File: config.mk
export PLATFORM = sky130hd
export DESIGN_NAME = uabg_baud_gen
export DESIGN_NICKNAME = d
export VERILOG_FILES = /design/src/common/uabg_pkg.sv /design/src/common/uabg_filt_if.sv /design/src/design/uabg_baud_gen.sv /design/src/design/uabg_rx_filter.sv
export SDC_FILE = /design/constraint.sdc
export NUM_CORES = 1
export LEC_CHECK = 0
export BUFFER_PORTS_ARGS = -buffer_cell sky130_fd_sc_hd__buf_2
export CAP_MARGIN = 20
export CORE_MARGIN = 8
export CORE_UTILIZATION = 58
export DETAILED_ROUTE_END_ITERATION = 12
export PLACE_DENSITY = 0.79
export SLEW_MARGIN = 15
export SYNTH_ARGS = -nofsm -noshare
export SYNTH_HDL_FRONTEND = slang
export SYNTH_SLANG_ARGS = --single-unit
File: constraint.sdc
create_clock -name i_core_clk -period 2.8 [get_ports i_core_clk]
set_input_delay 0.56 -clock i_core_clk [delete_from_list [all_inputs] [get_ports i_core_clk]]
set_output_delay 0.56 -clock i_core_clk [all_outputs]
set_load 0.02 [all_outputs]
File: src/common/uabg_pkg.sv
// package: register map, field positions, reset values and states of the baud generator / rx filter
// assumes: a single 20 MHz core clock and a plain strobe register port
package uabg_pkg;

  // ----------------------------------------------------------------
  // clock and widths
  // ----------------------------------------------------------------
  localparam int unsigned CORE_CLK_HZ = 20_000_000;
  localparam int unsigned ADDR_W      = 2;
  localparam int unsigned DATA_W      = 8;
  localparam int unsigned K_W         = 5;
  localparam int unsigned PRE_W       = 3;
  localparam int unsigned FILT_LAG    = 2;

  // ----------------------------------------------------------------
  // register offsets
  // ----------------------------------------------------------------
  localparam logic [1:0] OFS_DIV_CTRL  = 2'h0;
  localparam logic [1:0] OFS_MODE_CTRL = 2'h1;
  localparam logic [1:0] OFS_STATUS    = 2'h2;
  localparam logic [1:0] OFS_TX_SHIFT  = 2'h3;

  // ----------------------------------------------------------------
  // bit_rate_divider_control fields
  // ----------------------------------------------------------------
  localparam int unsigned DIV_SEL_HI = 7;
  localparam int unsigned DIV_SEL_LO = 6;
  localparam int unsigned DIV_K_MSB  = 4;
  localparam int unsigned DIV_K_LSB  = 0;
  localparam logic [7:0]  DIV_RST    = 8'h08;
  localparam logic [4:0]  K_MIN      = 5'h08;
  localparam logic [4:0]  K_MAX      = 5'h1F;

  // ----------------------------------------------------------------
  // serial_mode_control fields
  // ----------------------------------------------------------------
  localparam int unsigned MODE_POWER  = 7;
  localparam int unsigned MODE_TXE    = 6;
  localparam int unsigned MODE_RXE    = 5;
  localparam int unsigned MODE_CHAR8  = 3;
  localparam int unsigned MODE_PAR_EN = 2;
  localparam logic [7:0]  MODE_RST    = 8'h00;

  // ----------------------------------------------------------------
  // status fields
  // ----------------------------------------------------------------
  localparam int unsigned STAT_FRAME  = 7;
  localparam int unsigned STAT_CONF   = 6;
  localparam int unsigned STAT_TX_RUN = 5;
  localparam int unsigned STAT_FILT   = 4;

  // frame bits latched after the start bit: 7 data + optional 8th + optional parity + one stop
  localparam logic [3:0] RX_BITS_BASE = 4'h8;

  typedef enum logic [1:0] {
    UABG_RX_IDLE,
    UABG_RX_CONFIRM,
    UABG_RX_FRAME
  } uabg_rx_state_t;

endpackage : uabg_pkg

File: src/common/uabg_filt_if.sv
// interface: carries base-clock sample enable, raw line and filtered line to the noise filter
// assumes: both ends on i_core_clk
`timescale 1ns/1ps
`default_nettype none
interface uabg_filt_if;
  logic sample_en;
  logic raw_line;
  logic filt_line;
  modport owner (output sample_en, output raw_line, input  filt_line);
  modport filt  (input  sample_en, input  raw_line, output filt_line);
endinterface : uabg_filt_if
`default_nettype wire

File: src/design/uabg_baud_gen.sv
// module: baud rate generator with separate tx/rx divide counters and receive-line noise filter
// assumes: plain register port, synchronous serial_rx_line, framing/shifting done by the surrounding unit
//
// Contract
// RL1: receive line sampled on base clock; filtered level changes only when two samples agree.
// RL2: filtered receive level lags the pin by two base clocks.
// RL3: clock selector feeds separate 5-bit divide counters for transmit and receive; the rx counter here is 6 bits, counting to 2k.
// RL4: select bits 7:6 choose base clock; no base clock while power bit is 0.
// RL5: tx counter held at zero unless power and tx enable are both 1.
// RL6: tx counter cleared when first byte is written after enabling.
// RL7: rx counter held at zero unless power and rx enable are both 1.
// RL8: rx counter runs from start detection and stops after one frame.
// RL9: bits 4:0 give divide value k, legal from 8 to 31.
// RL10: bit rate is base clock divided by two times k.
// RL11: receive latch instants timed by rx counter from start detection.
// RL12: latch points keep two base clocks of margin; tolerance assumes 11-bit frame.
// RL13: remote transmitter keeps its rate within the receiver tolerance.
// RL14: software picks a transmit rate within the far receiver's tolerance.
// RL15: on filtered falling edge count k, resample, accept start only if still low.
// RL16: frame is start, 7 or 8 bits lsb first, optional parity, 1 or 2 stops.
// RL17: receiver checks one stop bit and ignores a second one.
// RL18: after start confirmation every later bit is latched each 2k base clocks.
`timescale 1ns/1ps
`default_nettype none
module uabg_baud_gen #(
  parameter int unsigned PRE_W = uabg_pkg::PRE_W
) (
  input  wire logic                        i_core_clk,
  input  wire logic                        i_reset_n,
  input  wire logic [uabg_pkg::ADDR_W-1:0] i_addr,
  input  wire logic [uabg_pkg::DATA_W-1:0] i_wdata,
  input  wire logic                        i_wr,
  input  wire logic                        i_rd,
  output logic      [uabg_pkg::DATA_W-1:0] o_rdata,
  input  wire logic                        i_serial_rx_line,
  output logic                             o_base_clk_en,
  output logic                             o_tx_bit_tick,
  output logic                             o_tx_load,
  output logic      [uabg_pkg::DATA_W-1:0] o_tx_data,
  output logic                             o_rx_filtered,
  output logic                             o_rx_start,
  output logic                             o_rx_latch,
  output logic                             o_rx_bit,
  output logic                             o_rx_frame_end
);

  // ----------------------------------------------------------------
  // elaboration checks
  // ----------------------------------------------------------------
  // the slowest base clock is core/8, so the prescaler needs at least three bits
  if (PRE_W < 3 || PRE_W > 8) begin : g_bad_pre
    $error("uabg_baud_gen: PRE_W must lie in 3..8");
  end

  // ----------------------------------------------------------------
  // registers
  // ----------------------------------------------------------------
  logic [7:0] div_q, div_d;
  logic [7:0] mode_q, mode_d;
  logic [7:0] rdata_q, rdata_d;
  logic [7:0] txd_q, txd_d;
  logic       tx_load_q, tx_load_d;

  logic power, txe, rxe;
  logic [1:0] sel;
  logic [4:0] k_eff;

  assign power = mode_q[uabg_pkg::MODE_POWER];
  assign txe   = mode_q[uabg_pkg::MODE_TXE];
  assign rxe   = mode_q[uabg_pkg::MODE_RXE];
  assign sel   = {div_q[uabg_pkg::DIV_SEL_HI], div_q[uabg_pkg::DIV_SEL_LO]};

  // values below 8 would break the start-bit margin, so they run as 8
  assign k_eff = (div_q[uabg_pkg::DIV_K_MSB:uabg_pkg::DIV_K_LSB] < uabg_pkg::K_MIN) ?
                 uabg_pkg::K_MIN : div_q[uabg_pkg::DIV_K_MSB:uabg_pkg::DIV_K_LSB];   // [RL9]

  uabg_pkg::uabg_rx_state_t rx_st_q, rx_st_d;
  logic [5:0] rx_cnt_q, rx_cnt_d;
  logic [3:0] rx_idx_q, rx_idx_d;
  logic       tx_run;
  logic       rx_filt;
  logic [7:0] status;

  assign status = {rx_st_q == uabg_pkg::UABG_RX_FRAME, rx_st_q == uabg_pkg::UABG_RX_CONFIRM,
                   tx_run, rx_filt, rx_idx_q};

  always_comb begin
    div_d     = div_q;
    mode_d    = mode_q;
    txd_d     = txd_q;
    tx_load_d = 1'b0;
    rdata_d   = 8'h00;
    if (i_wr) begin
      if (i_addr == uabg_pkg::OFS_DIV_CTRL) begin
        div_d = i_wdata;
      end else if (i_addr == uabg_pkg::OFS_MODE_CTRL) begin
        mode_d = i_wdata;
      end else if (i_addr == uabg_pkg::OFS_TX_SHIFT) begin
        txd_d     = i_wdata;
        tx_load_d = 1'b1;
      end
    end
    if (i_rd) begin
      if (i_addr == uabg_pkg::OFS_DIV_CTRL) begin
        rdata_d = div_q;
      end else if (i_addr == uabg_pkg::OFS_MODE_CTRL) begin
        rdata_d = mode_q;
      end else if (i_addr == uabg_pkg::OFS_STATUS) begin
        rdata_d = status;
      end else begin
        rdata_d = 8'h00;
      end
    end
  end

  always_ff @(posedge i_core_clk or negedge i_reset_n) begin
    if (!i_reset_n) begin
      div_q     <= uabg_pkg::DIV_RST;
      mode_q    <= uabg_pkg::MODE_RST;
      txd_q     <= 8'h00;
      tx_load_q <= 1'b0;
      rdata_q   <= 8'h00;
    end else begin
      div_q     <= div_d;
      mode_q    <= mode_d;
      txd_q     <= txd_d;
      tx_load_q <= tx_load_d;
      rdata_q   <= rdata_d;
    end
  end

  // ----------------------------------------------------------------
  // base clock selector
  // ----------------------------------------------------------------
  // base clock is a one-cycle enable of core/1, /2, /4 or /8
  logic [PRE_W-1:0] pre_q, pre_d;
  logic             base_q, base_d;
  logic [PRE_W-1:0] pre_mask;

  assign pre_mask = PRE_W'((1 << sel) - 1);

  always_comb begin
    pre_d  = '0;
    base_d = 1'b0;
    if (power) begin
      pre_d  = pre_q + PRE_W'(1);
      base_d = ((pre_q & pre_mask) == pre_mask);                 // [RL3] [RL4]
    end
  end

  always_ff @(posedge i_core_clk or negedge i_reset_n) begin
    if (!i_reset_n) begin
      pre_q  <= '0;
      base_q <= 1'b0;
    end else begin
      pre_q  <= pre_d;
      base_q <= base_d;
    end
  end

  // ----------------------------------------------------------------
  // transmit divide counter
  // ----------------------------------------------------------------
  logic [4:0] tx_cnt_q, tx_cnt_d;
  logic       tx_half_q, tx_half_d;
  logic       tx_first_q, tx_first_d;
  logic       tx_tick_q, tx_tick_d;

  assign tx_run = power & txe;

  always_comb begin
    tx_cnt_d   = tx_cnt_q;
    tx_half_d  = tx_half_q;
    tx_first_d = tx_first_q;
    tx_tick_d  = 1'b0;
    if (!tx_run) begin
      tx_cnt_d   = 5'h00;                                      // [RL5]
      tx_half_d  = 1'b0;
      tx_first_d = 1'b1;
    end else if (tx_load_q && tx_first_q) begin
      tx_cnt_d   = 5'h00;                                      // [RL6]
      tx_half_d  = 1'b0;
      tx_first_d = 1'b0;
    end else if (base_q) begin
      if (tx_cnt_q == k_eff - 5'h01) begin
        tx_cnt_d  = 5'h00;
        tx_half_d = ~tx_half_q;
        tx_tick_d = tx_half_q;                                 // [RL10]
      end else begin
        tx_cnt_d = tx_cnt_q + 5'h01;                           // [RL3]
      end
    end
  end

  always_ff @(posedge i_core_clk or negedge i_reset_n) begin
    if (!i_reset_n) begin
      tx_cnt_q   <= 5'h00;
      tx_half_q  <= 1'b0;
      tx_first_q <= 1'b1;
      tx_tick_q  <= 1'b0;
    end else begin
      tx_cnt_q   <= tx_cnt_d;
      tx_half_q  <= tx_half_d;
      tx_first_q <= tx_first_d;
      tx_tick_q  <= tx_tick_d;
    end
  end

  // ----------------------------------------------------------------
  // receive noise filter
  // ----------------------------------------------------------------
  uabg_filt_if filt_bus ();

  assign filt_bus.sample_en = base_q;
  assign filt_bus.raw_line  = i_serial_rx_line;
  assign rx_filt            = filt_bus.filt_line;

  uabg_rx_filter uabg_rx_filter_inst (
    .i_core_clk (i_core_clk),
    .i_reset_n  (i_reset_n),
    .f          (filt_bus)
  );

  // ----------------------------------------------------------------
  // receive sequencer
  // ----------------------------------------------------------------
  logic       rx_run;
  logic       prev_q, prev_d;
  logic       start_q, start_d;
  logic       latch_q, latch_d;
  logic       bit_q, bit_d;
  logic       end_q, end_d;
  logic [3:0] rx_total;
  logic [5:0] two_k;

  assign rx_run   = power & rxe;
  // second stop bit is never counted
  assign rx_total = uabg_pkg::RX_BITS_BASE + {3'h0, mode_q[uabg_pkg::MODE_CHAR8]}
                  + {3'h0, mode_q[uabg_pkg::MODE_PAR_EN]};     // [RL16] [RL17]
  assign two_k    = {k_eff, 1'b0};

  always_comb begin
    rx_st_d  = rx_st_q;
    rx_cnt_d = rx_cnt_q;
    rx_idx_d = rx_idx_q;
    prev_d   = prev_q;
    start_d  = 1'b0;
    latch_d  = 1'b0;
    bit_d    = bit_q;
    end_d    = 1'b0;
    if (!rx_run) begin
      rx_st_d  = uabg_pkg::UABG_RX_IDLE;                      // [RL7]
      rx_cnt_d = 6'h00;
      rx_idx_d = 4'h0;
      prev_d   = 1'b1;
    end else if (base_q) begin
      prev_d = rx_filt;
      case (rx_st_q)
        uabg_pkg::UABG_RX_IDLE: begin
          if (prev_q && !rx_filt) begin
            rx_st_d  = uabg_pkg::UABG_RX_CONFIRM;              // [RL15]
            rx_cnt_d = 6'h01;
          end
        end
        uabg_pkg::UABG_RX_CONFIRM: begin
          if (rx_cnt_q == {1'b0, k_eff}) begin
            rx_cnt_d = 6'h01;
            rx_idx_d = 4'h0;
            if (!rx_filt) begin
              rx_st_d = uabg_pkg::UABG_RX_FRAME;               // [RL15] [RL8]
              start_d = 1'b1;
            end else begin
              rx_st_d = uabg_pkg::UABG_RX_IDLE;
            end
          end else begin
            rx_cnt_d = rx_cnt_q + 6'h01;
          end
        end
        uabg_pkg::UABG_RX_FRAME: begin
          if (rx_cnt_q == two_k) begin
            rx_cnt_d = 6'h01;
            latch_d  = 1'b1;                                   // [RL11] [RL18] [RL12]
            bit_d    = rx_filt;
            rx_idx_d = rx_idx_q + 4'h1;
            if (rx_idx_q == rx_total - 4'h1) begin
              rx_st_d  = uabg_pkg::UABG_RX_IDLE;               // [RL8]
              rx_cnt_d = 6'h00;
              end_d    = 1'b1;
            end
          end else begin
            rx_cnt_d = rx_cnt_q + 6'h01;
          end
        end
        default: begin
          rx_st_d  = uabg_pkg::UABG_RX_IDLE;
          rx_cnt_d = 6'h00;
        end
      endcase
    end
  end

  always_ff @(posedge i_core_clk or negedge i_reset_n) begin
    if (!i_reset_n) begin
      rx_st_q  <= uabg_pkg::UABG_RX_IDLE;
      rx_cnt_q <= 6'h00;
      rx_idx_q <= 4'h0;
      prev_q   <= 1'b1;
      start_q  <= 1'b0;
      latch_q  <= 1'b0;
      bit_q    <= 1'b1;
      end_q    <= 1'b0;
    end else begin
      rx_st_q  <= rx_st_d;
      rx_cnt_q <= rx_cnt_d;
      rx_idx_q <= rx_idx_d;
      prev_q   <= prev_d;
      start_q  <= start_d;
      latch_q  <= latch_d;
      bit_q    <= bit_d;
      end_q    <= end_d;
    end
  end

  // ----------------------------------------------------------------
  // outputs
  // ----------------------------------------------------------------
  assign o_rdata        = rdata_q;
  assign o_base_clk_en  = base_q;
  assign o_tx_bit_tick  = tx_tick_q;
  assign o_tx_load      = tx_load_q;
  assign o_tx_data      = txd_q;
  assign o_rx_filtered  = rx_filt;
  assign o_rx_start     = start_q;
  assign o_rx_latch     = latch_q;
  assign o_rx_bit       = bit_q;
  assign o_rx_frame_end = end_q;

endmodule : uabg_baud_gen
`default_nettype wire

File: src/design/uabg_rx_filter.sv
// module: two-sample match filter on the receive line
// assumes: sample_en is one core-clock pulse per base clock, held off while the unit is powered down
`timescale 1ns/1ps
`default_nettype none
module uabg_rx_filter (
  input  wire logic  i_core_clk,
  input  wire logic  i_reset_n,
  uabg_filt_if.filt  f
);

  logic samp_q;
  logic samp_d;
  logic filt_q;
  logic filt_d;

  // ----------------------------------------------------------------
  // match detector
  // ----------------------------------------------------------------
  always_comb begin
    samp_d = samp_q;
    filt_d = filt_q;
    if (f.sample_en) begin
      samp_d = f.raw_line;                                // [RL1]
      if (f.raw_line == samp_q) begin
        filt_d = f.raw_line;                              // [RL1] [RL2]
      end
    end
  end

  always_ff @(posedge i_core_clk or negedge i_reset_n) begin
    if (!i_reset_n) begin
      samp_q <= 1'b1;
      filt_q <= 1'b1;
    end else begin
      samp_q <= samp_d;
      filt_q <= filt_d;
    end
  end

  assign f.filt_line = filt_q;

endmodule : uabg_rx_filter
`default_nettype wire

# After elaboration in Yosys (flattened, before gate mapping)
# Cells that the tools add are included.
[word_totals] register_bits=64 out_inout_bits=24
[op_classes] n_bitwise=6 n_shift=1 eq_ne=20 n_mux=61 reduce_logical=14 add_sub_neg=9 magnitude_cmp=1
[ops] operator="1-bit two-way mux" n=32
[ops] operator="8-bit two-way mux" n=4
[ops] operator="6-bit two-way mux" n=5
[ops] operator="5-bit two-way mux" n=5
[ops] operator="6-bit case mux with 3 select lines" n=1
[ops] operator="4-bit two-way mux" n=4
[ops] operator="2-bit two-way mux" n=7
[ops] operator="4-bit AND reduction" n=3
[ops] operator="3-bit by 2-bit inequality test with 1-bit output (second input constant)" n=3
[ops] operator="4-bit case mux with 2 select lines" n=1
[ops] operator="2-bit AND reduction" n=4
[ops] operator="6-bit by 1-bit adder with 6-bit output (second input constant)" n=1
[ops] operator="2-bit == test (second input constant)" n=3
[ops] operator="6-bit by 5-bit == test with 1-bit output" n=1
[ops] operator="6-bit == test" n=1
[ops] operator="3-bit by 1-bit inequality test with 1-bit output (second input constant)" n=2
[ops] operator="3-bit inequality test (second input constant)" n=2
[ops] operator="2-bit case mux with 3 select lines" n=1
[ops] operator="5-bit by 1-bit adder with 5-bit output (second input constant)" n=1
[ops] operator="5-bit == test" n=1
[ops] operator="5-bit by 4-bit less-than comparator with 1-bit output (second input constant)" n=1
[ops] operator="5-bit AND reduction" n=1
[ops] operator="5-bit by 1-bit subtractor with 5-bit output (second input constant)" n=1
[ops] operator="4-bit by 1-bit adder with 4-bit output" n=1
[ops] operator="20 further kinds" n=26

# Logic depth before layout (Yosys ltp)
[depth] word_depth=9 depth_mapped=10 mapped_depth_nobuf=8

# Hierarchy
# From an unflattened synthesis, not the netlist that was laid out.
[hier_totals] cells_unflattened=345 area_unflattened_um2=3522.1
[modules_own_cells] mod="uabg_baud_gen" cells_each=337 seq_area_each_um2=1556.5 area_each_um2=3430.8 n_inst=1
[modules_own_cells] mod="uabg_rx_filter" cells_each=8 seq_area_each_um2=52.6 area_each_um2=91.3 n_inst=1

# Worst setup path after synthesis
# Ideal clock, no wire load.
[synth_timing] kind="register to register" start="reg div_q[4]" end="reg tx_half_q" path_stages_with_launch=10 setup_slack_ns=0.527 arrival_time_ns=2.196 setup_ns=0.078 required_ns=2.722 cell_sequence="dfrtp_1 > buf_4 > buf_2 > o21ai_0 > ha_1 > xor2_1 > nand2_1 > or4_1 > or3_1 > a21oi_1"
[synth_via] elab_chain_cells=6
[synth_rtl] item="start: declaration" line_no="uabg_baud_gen.sv:58" rtl="logic [7:0] div_q, div_d;"
[synth_rtl] item="start signal: assignment" line_no="uabg_baud_gen.sv:118" rtl="div_q <= uabg_pkg::DIV_RST;"
[synth_rtl] item="start signal: assignment" line_no="uabg_baud_gen.sv:124" rtl="div_q <= div_d;"
[synth_rtl] item="5-bit by 4-bit less-than comparator with 1-bit output" line_no="uabg_baud_gen.sv:74" rtl="assign k_eff = (div_q[uabg_pkg::DIV_K_MSB:uabg_pkg::DIV_K_LSB] < uabg_pkg::K_MIN) ?"
[synth_rtl] item="5-bit two-way mux *" line_no="uabg_baud_gen.sv:74"
[synth_rtl] item="5-bit by 1-bit subtractor with 5-bit output *" line_no="uabg_baud_gen.sv:185" rtl="if (tx_cnt_q == k_eff - 5'h01) begin"
[synth_rtl] item="5-bit == test *" line_no="uabg_baud_gen.sv:185"
[synth_rtl] item="3-bit by 1-bit inequality test with 1-bit output (no line) *"
[synth_rtl] item="2-bit AND reduction (no line) *"
[synth_rtl] item="end signal: assignment" line_no="uabg_baud_gen.sv:203" rtl="tx_half_q <= tx_half_d;"
[synth_rtl] item="end: declaration" line_no="uabg_baud_gen.sv:165" rtl="logic tx_half_q, tx_half_d;"
# Mark *: on every way between the ends. The rest lies on a longest branch, timed or not.
# A chain may end at the register's enable or synchronous reset.

# Worst setup path after layout
# Same ends and word-level chain as after synthesis.

==> metrics.md <==
| Metric | Value |
|---|---|
| Most crowded layer after global routing | `met2` |
| # IOs | `39` |
| RSZ-0062 raised after global routing | `false` |
| Post-synth EDFFs | `0` |
| Sw Ratio | `0.3165` |
| Power share of the sequential group | `0.445` |
| Prevailing post-synth register cell | `dfrtp_1` |
| PortBufs | `38` |
| Final slew viol count | `0` |
| LEAKAGE | `about 1.8 nW` |
| Hold crit path type | `in2async` |
| Critical Path RT | `3.08 ns` |
| WS Path Type | `reg2reg` |
| Status | `complete, no violations` |
| CTS Hold Bufs | `0` |
| Top cell type's share of synthesized area | `0.4127` |
| WL/cell | `between 15 and 20 um` |
| Initial antenna violation count | `0` |
| Area Overhead vs Synth | `13.41%` |
| Average size of a mapped cell | `between 9 and 10 um2` |
| Slew Limit Headroom | `0.5480` |
| Post-CTS setup buffers | `0` |
| Area leader, netlist | `dfrtp_1` |
| Layout cells sized above 1 | `0.2392` |
| Number of buffers created by CTS | `9` |
| Root buf cell | `clkbuf_8` |
| Number of global-route vias before repair | `between 2,000 and 3,000` |
| Final setup viols | `0` |
| Routed WL | `approximately 7600 um` |
| Die Y | `between 90 and 100 um` |
| Total global-route track usage | `0.1889` |
| H-tree depth | `3` |
| Routed Antenna Nets | `0` |
| Met2 Use GR | `0.2870` |
| Clock latency at the later pin of the worst-skew pair | `around 0.35 ns` |
| Synth warn | `0` |
| Flops & latches, synth | `64` |
| Max VDD drop | `0.5640 mV` |
| Asr flop ratio synth | `1.000` |
| Die X | `about 94 um` |
| First drt pass iteration count | `4` |
| CP Launch Type | `register` |
| Site Rows | `28` |
| Distinct cells, synth | `56` |
| Highest clock rate | `roughly 0.4 GHz` |
| Vias | `between 2,000 and 3,000` |
| CTS max path bufs | `2` |
| Nets | `~410` |
| Arrival time worst endpoint | `approximately 2.8 ns` |
| Final setup TNS | `0 ns` |
| Global-route wire length before repair | `about 13,000 um` |
| Clock network fraction of design power | `0.339` |
| GRT overflow | `0` |
| Detail-routed via count per cell | `about 5.8` |
| Post-Syn Nets | `378` |
| Fin. Hold Viols | `0` |
| Die Area | `0.008812 mm2` |
| Skew final | `roughly 0.0072 ns` |
| Placer's final routability congestion estimate | `0.8627` |
| PD cells | `665.7 mW/mm2` |
| Fin crit period | `between 2 and 2.5 ns` |
| Met1 Use GR | `0.2432` |
| Largest net degree at the start of global routing | `35` |
| Starting density of the core | `0.5976` |
| Clock transition at path regs | `roughly 0.07 ns` |
| GR Layer Usage met3 | `0.05196` |
| CP endpoint kind | `register` |
| Final period util | `0.8905` |
| CTS tree | `done` |
| Measured slew at the worst slew-check pin | `between 0.6 and 0.7 ns` |
| Synth Cell Area | `roughly 0.0035 mm2` |
| Total core area | `between 0.005 and 0.006 mm2` |
| DRC errors left | `0` |
| Cells after Synth | `352` |
| Sink Count | `64` |
| Switch Pwr | `~0.00084 W` |
| Overall Power | `0.002655 W` |
| Drt first-iter violations | `between 200 and 250` |
| Int Power | `0.001815 W` |
| CP max FO | `17` |
| HPWL after detailed placement | `between 5000 and 6000 um` |
| PostCTS Resize Cnt | `0` |
| Max capacitance violation total | `0` |
| Main area contributors after synthesis | `dfrtp_1 (41%), mux2_2 (6.7%), dfstp_2 (4.5%)` |
| Register area share after synthesis | `0.4575` |
| Comb power frac | `0.216` |
| Antenna Cells | `0` |
critical path, stage by stage, from the launching register on:
cell      delay (ns)
dfrtp_1         0.65
or2_1           0.22
nand2_1         0.08
ha_1            0.23
o311ai_1        0.08
o21ai_0         0.10
or4_1           0.59
or3_1           0.34
a21oi_1         0.14
Yosys cell counts (all sizes together), types with 7 or more instances:
master and instances:
nand2 34, o21ai 24, clkbuf 9, ha 11, dfrtp 58, a21oi 13, inv 20, a31oi 7
buf 9, mux2i 9, nand3 11, and2 14, nand3b 9, nor2 17, mux2 22
path summary, 6_finish.rpt:
kind / start / to / slack, ns / cells past startpoint
min: i_reset_n / o_rdata[6] / 0.24 / 1
max reg2reg: div_q[4] / tx_half_q / 0.31 / 8
max in group asynchronous: i_reset_n / div_q[3] / 1.88 / 2
min in group i_core_clk: i_wdata[0] / div_q[0] / 0.45 / 3
min reg2reg: pre_q[0] / pre_q[0] / 0.46 / 1
max: div_q[4] / tx_half_q / 0.31 / 8
flip-flops by register name, indices dropped and copies added (netlist names), 2 cells and up:
signal	count
o_tx_data	8
rx_cnt_q	6
o_rdata	8
tx_cnt_q	5
mode_q	8
rx_idx_q	4
pre_q	3
div_q	8
rx_st_q	2
kinds of logic (layout without fill, tap and decap cells):
| logic type | Yosys count | count (layout) | share of synthesized area |
|---|---|---|---|
| muxes | 31 | 31 | 0.09605 |
| adders and majority gates | 11 | 11 | 0.03913 |
| xor gates and xnor gates | 11 | 11 | 0.02739 |
| and+or+nand+nor | 123 | 123 | 0.1917 |
| buffers and inverters | 38 | 79 | 0.04767 |
| DFF | 64 | 64 | 0.4575 |
| AOI/OAI and AO/OA | 74 | 74 | 0.1405 |
power groups by stage:
| stage | registers [W] | logic [W] | clock network, W |
|---|---|---|---|
| CTS | 0.00118 | 0.000579 | 0.000913 |
| global placement | 0.00119 | 0.000555 | 0 |
| detailed placement | 0.00120 | 0.000574 | 0 |
| floorplan | 0.00119 | 0.000393 | 0 |
| finish | 0.00118 | 0.000575 | 0.000899 |
| global route | 0.00120 | 0.000639 | 0.000962 |
metrics by stage:
stage	util	instances	setup WS (ns)	hold WS (ns)	cell area, um2
floorplan	-	352	0.5268	0.2644	3517
global placement	0.6386	452	0.4292	0.4492	3759
detailed placement	0.6386	452	0.3302	0.4510	3759
CTS	0.6777	468	0.3142	0.2671	3989
global route	0.6777	468	0.08972	0.2811	3989
finish	0.6777	468	0.3066	0.2446	3989
area by class of cell:
class                           instances  area, um2
Timing Repair Buffer                   43      240.2
Inverter                               20      75.07
Multi-Input combinational cell        250       1740
Tap cell                               75      93.84
Sequential cell                        64       1609
Clock buffer                           10      137.6
Clock inverter                          6      92.59
Fill cell                             474       1897
routing by layer:
layer | up-vias | part of all wire
met1 | 1332 | 0.45
met4 | 0 | 0.013
met5 | - | 0
li1 | 1326 | -
met2 | 60 | 0.48
met3 | 13 | 0.057
cells in the final DEF, fill, tap and decap left out, drive strengths merged, types with 2 or more instances in the layout:
cell type / instances
clkinv: 2
clkbuf: 10
o211ai: 3
dfrtp: 58
xnor2: 5
o41ai: 2
or3: 2
xor2: 6
ha: 11
nor2: 17
buf: 43
nand2: 34
o22ai: 3
nand4: 2
and2: 14
a31oi: 7
o311ai: 5
nor3: 4
mux2: 22
or4: 5
or2: 2
and3: 3
bufinv: 2
nand3b: 9
o31ai: 3
o221ai: 3
o21a: 2
a21oi: 13
nor2b: 6
inv: 20
clkinvlp: 2
o21ai: 24
nand3: 11
nand2b: 4
mux2i: 9
dfstp: 6
a21o: 2
nand4b: 3
Power figures use the tool's default switching activity.
